[src/bas_defs.vh]
`ifndef BAS_DEFS_VH
`define BAS_DEFS_VH
// operation select codes
`define BAS_OP_W 3
`define BAS_OP_NONE 3'h0
`define BAS_OP_SUB 3'h1
`define BAS_OP_RRC 3'h2
`define BAS_OP_SWAP 3'h3
`define BAS_OP_DIR 3'h4
`define BAS_OP_XORL 3'h5
`define BAS_OP_XORF 3'h6
// operand fields
`define BAS_FA_W 5
`define BAS_DEST_W 1'b0
`define BAS_DEST_F 1'b1
// direction register selectors
`define BAS_DIR_A 5'h06
`define BAS_DIR_B 5'h07
// reset values
`define BAS_W_RST 8'h00
`define BAS_DIR_RST 8'hff
`define BAS_ADDR_RST 5'h00
`define BAS_ZERO8 8'h00
// arithmetic constants for the subtract path
`define BAS_ONE9 9'h001
`define BAS_ONE5 5'h01
`endif

[src/bas_alu.v]
`timescale 1ns/1ps
`include "bas_defs.vh"
// What this block does
// RULE1 - subtract computes file minus working register; updates carry, digit carry, zero
// RULE2 - destination bit 0 writes working register, 1 writes back the file register
// RULE3 - rotate right through carry: old carry to bit 7, bit 0 to carry
// RULE4 - nibble swap exchanges upper and lower halves, no flags change
// RULE5 - tristate load copies working register into direction register 6 or 7
// RULE6 - literal xor combines working register with immediate into working register, zero flag
// RULE7 - register xor combines working register with file, destination bit chooses, zero only
// RULE8 - zero flag set when 8-bit result is zero, cleared otherwise
module bas_alu (
  // clock and reset
  input wire i_mclk,
  input wire i_rst_n,
  // operation from decode, one cycle pulse in i_op_valid
  input wire i_op_valid,
  input wire [2:0] i_op,
  input wire [4:0] i_faddr,
  input wire i_dest,
  input wire [7:0] i_literal,
  // operand read from file space and current flags
  input wire [7:0] i_fdata,
  input wire i_carry,
  input wire i_digit_carry,
  input wire i_zero,
  // file write back
  output reg o_fwr,
  output reg [4:0] o_fwr_addr,
  output reg [7:0] o_fwr_data,
  // flags out with update strobe
  output reg o_flag_wr,
  output reg o_carry,
  output reg o_digit_carry_flag,
  output reg o_zero,
  // working and direction registers
  output reg [7:0] o_wreg,
  output reg [7:0] o_dir_a,
  output reg [7:0] o_dir_b
);
  // reset release stage; the datapath only ever sees the second flop
  reg rst_s1_q;
  reg rst_s2_q;
  // result and flag next values from the operation decode
  reg [7:0] res_d;
  reg carry_d;
  reg digit_d;
  reg zero_d;
  reg upd_d;
  reg dest_sel_d;
  // subtract intermediates: whole byte and low nibble, each with carry out
  reg [8:0] diff;
  reg [4:0] ndiff;
  // commit strobes for the registered ports
  reg fwr_d;
  reg wwr_d;
  reg flg_d;
  reg dir_a_d;
  reg dir_b_d;

  // zero detect shared by every op that touches the zero flag
  function is_zero;
    input [7:0] v;
    begin
      is_zero = (v == `BAS_ZERO8); // [RULE8]
    end
  endfunction

  // direction load hit for one selector; other selectors fall through silently
  function dir_hit;
    input valid;
    input [2:0] op;
    input [4:0] faddr;
    input [4:0] sel;
    begin
      dir_hit = valid && (op == `BAS_OP_DIR) && (faddr == sel); // [RULE5]
    end
  endfunction

  // reset release through two flops; assertion stays asynchronous so a
  // clean release is all that the flops have to provide
  always @(posedge i_mclk or negedge i_rst_n) begin
    if (!i_rst_n) begin
      rst_s1_q <= 1'b0;
      rst_s2_q <= 1'b0;
    end else begin
      rst_s1_q <= 1'b1;
      rst_s2_q <= rst_s1_q;
    end
  end

  // subtract arithmetic; carry means no borrow, as in adding the negation
  // of the working register plus one
  always @* begin
    diff = {1'b0, i_fdata} + {1'b0, ~o_wreg} + `BAS_ONE9;
    // nibble carry out gives the digit carry
    ndiff = {1'b0, i_fdata[3:0]} + {1'b0, ~o_wreg[3:0]} + `BAS_ONE5;
  end

  // result and flag calculation; flags an op leaves alone keep the incoming
  // value, so the flag store can take all three on every update strobe
  always @* begin
    res_d = `BAS_ZERO8;
    carry_d = i_carry;
    digit_d = i_digit_carry;
    zero_d = i_zero;
    upd_d = 1'b0;
    dest_sel_d = i_dest;
    case (i_op)
      `BAS_OP_SUB: begin
        // all three flags follow the subtraction
        res_d = diff[7:0]; // [RULE1]
        carry_d = diff[8];
        digit_d = ndiff[4];
        zero_d = is_zero(diff[7:0]);
        upd_d = 1'b1;
      end
      `BAS_OP_RRC: begin
        // old carry enters the top, bit 0 leaves into carry
        res_d = {i_carry, i_fdata[7:1]}; // [RULE3]
        carry_d = i_fdata[0];
        upd_d = 1'b1;
      end
      `BAS_OP_SWAP: begin
        // every flag echoed unchanged
        res_d = {i_fdata[3:0], i_fdata[7:4]}; // [RULE4]
        upd_d = 1'b1;
      end
      `BAS_OP_XORL: begin
        res_d = o_wreg ^ i_literal; // [RULE6]
        zero_d = is_zero(o_wreg ^ i_literal);
        dest_sel_d = `BAS_DEST_W; // literal form always targets the working register
        upd_d = 1'b1;
      end
      `BAS_OP_XORF: begin
        // carry and digit carry echoed, destination bit chooses the target
        res_d = o_wreg ^ i_fdata; // [RULE7]
        zero_d = is_zero(o_wreg ^ i_fdata);
        upd_d = 1'b1;
      end
      default: begin
        // no-op codes and the direction load produce no result
        res_d = `BAS_ZERO8;
      end
    endcase
  end

  // commit strobes; a cleared valid or a no-op code writes nothing
  always @* begin
    fwr_d = 1'b0;
    wwr_d = 1'b0;
    flg_d = i_op_valid && upd_d;
    if (i_op_valid && upd_d) begin
      if (dest_sel_d == `BAS_DEST_F)
        fwr_d = 1'b1; // [RULE2]
      else
        wwr_d = 1'b1; // [RULE2]
    end
    dir_a_d = dir_hit(i_op_valid, i_op, i_faddr, `BAS_DIR_A);
    dir_b_d = dir_hit(i_op_valid, i_op, i_faddr, `BAS_DIR_B);
  end

  // file write port; the strobe is a single-cycle pulse, address and data
  // hold so the far side may latch them a little late
  always @(posedge i_mclk or negedge rst_s2_q) begin
    if (!rst_s2_q) begin
      o_fwr <= 1'b0;
      o_fwr_addr <= `BAS_ADDR_RST;
      o_fwr_data <= `BAS_ZERO8;
    end else begin
      o_fwr <= fwr_d;
      if (fwr_d) begin
        o_fwr_addr <= i_faddr;
        o_fwr_data <= res_d;
      end
    end
  end

  // flag port; the far side must feed back what it stores before the next
  // op reads i_carry, else a back-to-back rotate sees a stale carry
  always @(posedge i_mclk or negedge rst_s2_q) begin
    if (!rst_s2_q) begin
      o_flag_wr <= 1'b0;
      o_carry <= 1'b0;
      o_digit_carry_flag <= 1'b0;
      o_zero <= 1'b0;
    end else begin
      o_flag_wr <= flg_d;
      if (flg_d) begin
        o_carry <= carry_d;
        o_digit_carry_flag <= digit_d;
        o_zero <= zero_d; // [RULE8]
      end
    end
  end

  // working register; the next op already sees the updated value
  always @(posedge i_mclk or negedge rst_s2_q) begin
    if (!rst_s2_q) begin
      o_wreg <= `BAS_W_RST;
    end else begin
      if (wwr_d) begin
        o_wreg <= res_d; // [RULE2]
      end
    end
  end

  // direction registers; reset to all ones so every port pin starts as input
  always @(posedge i_mclk or negedge rst_s2_q) begin
    if (!rst_s2_q) begin
      o_dir_a <= `BAS_DIR_RST;
      o_dir_b <= `BAS_DIR_RST;
    end else begin
      if (dir_a_d) begin
        o_dir_a <= o_wreg; // [RULE5]
      end
      if (dir_b_d) begin
        o_dir_b <= o_wreg; // [RULE5]
      end
    end
  end
endmodule

[config.mk]
export PLATFORM = sky130hd
export DESIGN_NAME = bas_alu
export DESIGN_NICKNAME = d
export VERILOG_FILES = /design/src/bas_alu.v
export VERILOG_INCLUDE_DIRS = /design/src
export SDC_FILE = /design/constraint.sdc
export NUM_CORES = 1
export LEC_CHECK = 0
export ABC_AREA = 1
export BUFFER_PORTS_ARGS = -buffer_cell sky130_fd_sc_hd__clkbuf_2
export CAP_MARGIN = 20
export CORE_MARGIN = 8
export CORE_UTILIZATION = 32
export CTS_CLUSTER_DIAMETER = 80
export DETAILED_ROUTE_END_ITERATION = 16
export GPL_TIMING_DRIVEN = 1
export PLACE_DENSITY = 0.64
export SYNTH_ARGS = -nofsm -noshare
export SYNTH_HDL_FRONTEND = slang
export SYNTH_SLANG_ARGS = --single-unit
[constraint.sdc]
create_clock -name i_mclk -period 1.95 [get_ports i_mclk]
set_clock_uncertainty 0.2 [all_clocks]
set_input_delay 0.39 -clock i_mclk [delete_from_list [all_inputs] [get_ports i_mclk]]
set_output_delay 0.39 -clock i_mclk [all_outputs]
set_load 0.03 [all_outputs]
# [Word level (Yosys, flattened, before mapping)]
# Index checks and enable logic that the tools add are counted.
[word_totals] reg_bits=44 memories=0 out_inout_bits=42 elab_cells=46 latchBits=0 mem_bits_ro=0 inputBits=31 mem_bits_rw=0
[classes] n_mul=0 bitwise_logic=4 shifts=0 addsub=4 n_lt_le_gt_ge=0 n_reduce_logical=8 n_mux=10 div_mod_pow=0 n_eq_ne=8
[op_table] operator="8-bit case mux with 5 select lines" count=1
[op_table] operator="8-bit zero test" count=3
[op_table] operator="8-bit bitwise XOR" count=2
[op_table] operator="5-bit by 3-bit equality test with 1-bit output (second input constant)" count=2
[op_table] operator="8-bit by 8-bit adder with 9-bit output" count=1
[op_table] operator="9-bit by 1-bit adder with 9-bit output (second input constant)" count=1
[op_table] operator="3-bit equality test (second input constant)" count=3
[op_table] operator="8-bit NOT" count=1
[op_table] operator="1-bit two-way mux" count=7
[op_table] operator="3-bit by 2-bit equality test with 1-bit output (second input constant)" count=2
[op_table] operator="4-bit by 4-bit adder with 5-bit output" count=1
[op_table] operator="5-bit by 1-bit adder with 5-bit output (second input constant)" count=1
[op_table] operator="5-bit OR reduction" count=1
[op_table] operator="1-bit logical AND" count=4
[op_table] operator="4-bit NOT" count=1
[op_table] operator="3-bit by 1-bit equality test with 1-bit output (second input constant)" count=1
[op_table] operator="1-bit case mux with 3 select lines" count=1
[op_table] operator="1-bit case mux with 2 select lines" count=1

# [Longest topological paths before layout]
[logic_depth] word_depth=5 mapped_depth=15 mapped_depth_nobuf=15

# [Least setup slack after synthesis]
# No wires, ideal clock.
[synth_timing] path_kind="register -> register" from="reg o_wreg[2]" to="reg o_wreg[7]" required_ns=1.628 path_stages_with_launch=13 period_less_slack_ns=2.232 path_buffers=1 path_slack_ns=-0.282 arrival_ns=1.909 setup_ns=0.122 cell_sequence="dfrtp_1 > inv_1 > ha_1 > clkbuf_1 > or2_2 > nand3_1 > nand2_1 > nand2_1 > nand2_1 > nand2_1 > nand3_1 > nand2_1 > o21ai_1"
[synth_via] elab_chain_cells=4
[synth_rtl] item="start, declared" line_no="bas_alu.v:37" source="output reg [7:0] o_wreg,"
[synth_rtl] item="start signal, assigned" line_no="bas_alu.v:200" source="o_wreg <= `BAS_W_RST;"
[synth_rtl] item="start signal, assigned" line_no="bas_alu.v:203" source="o_wreg <= res_d;"
[synth_rtl] item="8-bit NOT" line_no="bas_alu.v:95" source="diff = {1'b0, i_fdata} + {1'b0, ~o_wreg} + `BAS_ONE9;"
[synth_rtl] item="8-bit by 8-bit adder with 9-bit output" line_no="bas_alu.v:95"
[synth_rtl] item="9-bit by 1-bit adder with 9-bit output (no line)"
[synth_rtl] item="8-bit case mux with 5 select lines" line_no="bas_alu.v:109" source="case (i_op)"
# No other way between the ends.
# A chain may end at the register's enable or synchronous reset.

# [Final worst setup path]
[layout_timing] from="reg o_wreg[0]" to="reg o_zero"
[layout_via] elab_chain_cells=5 elab_cells_between_ends=9 classes_between="add/sub (2); mux (1); bitwise (3); reduce/logical (3)"
[layout_rtl] item="8-bit NOT" line_no="bas_alu.v:95"
[layout_rtl] item="8-bit by 8-bit adder with 9-bit output" line_no="bas_alu.v:95"
[layout_rtl] item="9-bit by 1-bit adder with 9-bit output (no line)"
[layout_rtl] item="8-bit zero test (no line)"
[layout_rtl] item="1-bit case mux with 3 select lines *" line_no="bas_alu.v:109"
[layout_rtl] item="end signal, assigned" line_no="bas_alu.v:192" source="o_zero <= zero_d;"
[layout_rtl] item="end, declared" line_no="bas_alu.v:35" source="output reg o_zero,"
# Every way passes the cells marked *; elsewhere a longest branch is shown, timed or not.

==> flow_metrics.env <==
export IMPL_synth_async_reset_ratio_pct=100
export IMPL_synth_edf_count=0
export IMPL_synth_seq_area_share_pct=43.4
export IMPL_dieArea_mm2=0.0112
export IMPL_slew_headroom_pct=64.5
export IMPL_grt_pass1_wl_mm=13.9
export IMPL_path_cells="ha_4 > fa_2 > nand4_1 > nor2_1 > nand3_1 > nor2_1 > nand2_1 > nand2_1 > nand2_1 > nand2_1"
export IMPL_violations="negative setup slack"
export IMPL_clockBufferDepth=2
export IMPL_finalCriticalPeriod_ns=2.00
export IMPL_drt_first_iter_violations=107
export IMPL_layout_setup_ws_ns=-0.0472
export IMPL_clkTransAtPathRegs_ns=0.08
export IMPL_pre_cts_ws_ns=-0.165
export IMPL_diodes=0
export IMPL_cts_tree="yes"
export IMPL_cts_buffers=5
export IMPL_multi_input_area_mm2=0.00144
export IMPL_synth_area_mm2=0.00258
export IMPL_routed_wirelength_mm=8.65
export IMPL_worstHoldPathType="flip-flop to asynchronous set/reset pin"
export IMPL_hpwlAfterDp_mm=7.11
export IMPL_core_mm2=0.00777
export IMPL_areaGrowthSynthToFinish_pct=42.9
export IMPL_cp_max_fo=2
export IMPL_worst_pin_slew_ns=0.533
export IMPL_yosys_warnings=0
export IMPL_ant_nets=0
export IMPL_p_sw_share_pct=41.3
export IMPL_synth_cells=334
export IMPL_end_kind="flip-flop"
export IMPL_p_switching_mw=1.49
export IMPL_overflow=0
export IMPL_status="complete, but fails checks"
export IMPL_rsz0062_at_grt="true"
export IMPL_layout_common_cells="nand2_1, clkbuf_2, buf_4"
export IMPL_powerDensity_mw_per_mm2=974
export IMPL_vias_per_cell=4.68
export IMPL_cp_slowest_cell="fa_2"
export IMPL_start_util_pct=33.3
export IMPL_grt_max_degree=43
export IMPL_cap_violations=0
export IMPL_nFillCells=818
export IMPL_seqPwrFrac_pct=32.5
export IMPL_cp_required_ns=1.98
export IMPL_drive_above_1_share_pct=43.5
export IMPL_io_pins=73
export IMPL_crit_top_cell="nand2_1"
export IMPL_cts_sinks=44
export IMPL_max_freq_mhz=501
export IMPL_leakage_nw=1.91
export IMPL_cp_slowest_stage_delay_ns=0.54
export IMPL_nNetsFinal=497
export IMPL_syn_nets=375
export IMPL_worst_r2r_path_depth=10
export IMPL_drc_errors=0
export IMPL_synth_seq_cells=44
export IMPL_synth_distinct_cells=37
export IMPL_reg2reg_from="o_wreg[0]"
export IMPL_antenna_found_initial=0
export IMPL_drtPass1Iterations=4
export IMPL_tns_ns=-0.0549
export IMPL_htree_levels=2
export IMPL_clk_latency_ns=0.29
export IMPL_gp_congestion=0.963
export IMPL_die_w_um=106
export IMPL_r2r_slack_ns=-0.05
export IMPL_start_kind="flip-flop"
export IMPL_finalSetupViolCount=2
export IMPL_grt_pass1_vias=2702
export IMPL_root_buffer="clkbuf_8"
export IMPL_final_common_cell="nand2_1"
export IMPL_p_int_mw=2.11
export IMPL_irDropWorstVdd_mv=0.642
export IMPL_post_drt_wl_per_cell_um=15.5
export IMPL_pwr_share_comb_pct=49.9
export IMPL_hold_viol_final=0
export IMPL_fin_crit_sh_pct=102
export IMPL_r2r_end="o_zero"
export IMPL_regArea_mm2=0.00113
export IMPL_cp_arrival_ns=2.03
export IMPL_power_frac_clock_pct=17.6
export IMPL_portBuffers=72
export IMPL_synth_flop_cell="dfrtp_1"
export IMPL_avgSynthCellArea_um2=7.74
export IMPL_power_mw=3.60
export IMPL_vias=2618
export IMPL_grt_usage_pct=15.6
export IMPL_drv_slew=0
export IMPL_placementRows=32
export IMPL_die_h_um=106
export IMPL_path_class="flip-flop to flip-flop"
## per-stage QoR
stage          utilization, %  std cells  hold WS (ns)  area (um2)
6_report                 47.5        559         0.121        3690
2_1_floorplan               -        334        -0.106        2650
4_1_cts                  46.2        558         0.120        3590
3_5_place_dp             44.2        548       -0.0219        3430
5_1_grt                  47.5        559         0.138        3690
3_3_place_gp             44.2        548       -0.0239        3430
## kinds of logic (layout without fill, tap and decap cells)
family,Yosys count,count (layout),synth area share [%]
DFF,44,44,43.4
AOI/OAI and AO/OA,52,52,11.9
and+or+nand+nor,170,170,28.6
xor gates and xnor gates,9,9,3.05
other,1,1,0.145
buffers and inverters,48,171,7.80
adders and majority gates,10,10,5.13
## sequential cells by signal (all words and copies together) (netlist names)
signal / flops
o_wreg: 8
rst_s1_q: 1
o_zero: 1
o_digit_carry_flag: 1
o_carry: 1
o_flag_wr: 1
o_dir_a: 8
o_fwr: 1
o_fwr_addr: 5
rst_s2_q: 1
o_dir_b: 8
o_fwr_data: 8
## area by class of cell
cell class,count,share of cell area [%]
clock buffers,7,2.64
multi-input cells,242,38.9
flip-flops and latches,44,30.6
clock inverters,1,0.136
repair buffers,121,20.0
inverters,42,4.34
well taps,102,3.46
## synthesized netlist by cell type, types with 4 or more instances
master,number,area (um2)
nand3_1,21,105
nand4_1,4,25.0
o21ai_0,22,110
dfrtp_1,28,701
inv_1,40,150
dfstp_2,16,420
a21oi_1,9,45.0
nor2_1,17,63.8
xnor2_1,7,61.3
a22oi_1,7,52.6
ha_1,9,113
nand2_1,113,424
## worst max-delay path, delay by kind of cell (launching register included)
family | cells | cell delay (ns)
adders and majority gates | 2 | 0.71
DFF | 1 | 0.44
and+or+nand+nor | 8 | 0.59
## what timing repair did
| action | in CTS | in global routing |
|---|---|---|
| resized for setup | 10 | 22 |
| hold buffers | 1 | 0 |
| buffers inserted | 1 | 1 |
| hold endpoints to repair | 2 | 0 |
| pin swaps | 6 | 10 |
| endpoints found under the setup margin | 11 | 14 |
## metal layers
layer	part of all wire [%]	GRT usage, %
met5	0	0
met3	6.8	4.02
met2	48	25.4
met4	0.71	4.32
met1	44	20.0
## power groups by stage
stage	combinational [mW]	clock [mW]	sequential, mW
floorplan	0.692	0	1.48
global placement	1.64	0	1.18
detailed placement	1.65	0	1.18
CTS	1.70	0.650	1.17
global route	1.97	0.685	1.19
finish	1.79	0.632	1.17
## worst max path at each step
stage / cells after the start / startpoint / to / slack, ns
2_1_floorplan: 10 / o_wreg[0] / o_zero / -0.009
3_3_place_gp: 12 / i_fdata[0] / o_fwr_data[4] / -0.13
3_5_place_dp: 12 / i_fdata[0] / o_fwr_data[4] / -0.16
4_1_cts: 10 / o_wreg[0] / o_zero / -0.04
5_1_grt: 10 / o_wreg[0] / o_zero / -0.17
6_report: 10 / o_wreg[0] / o_zero / -0.05
No activity file was read; power rests on OpenSTA's default activity.
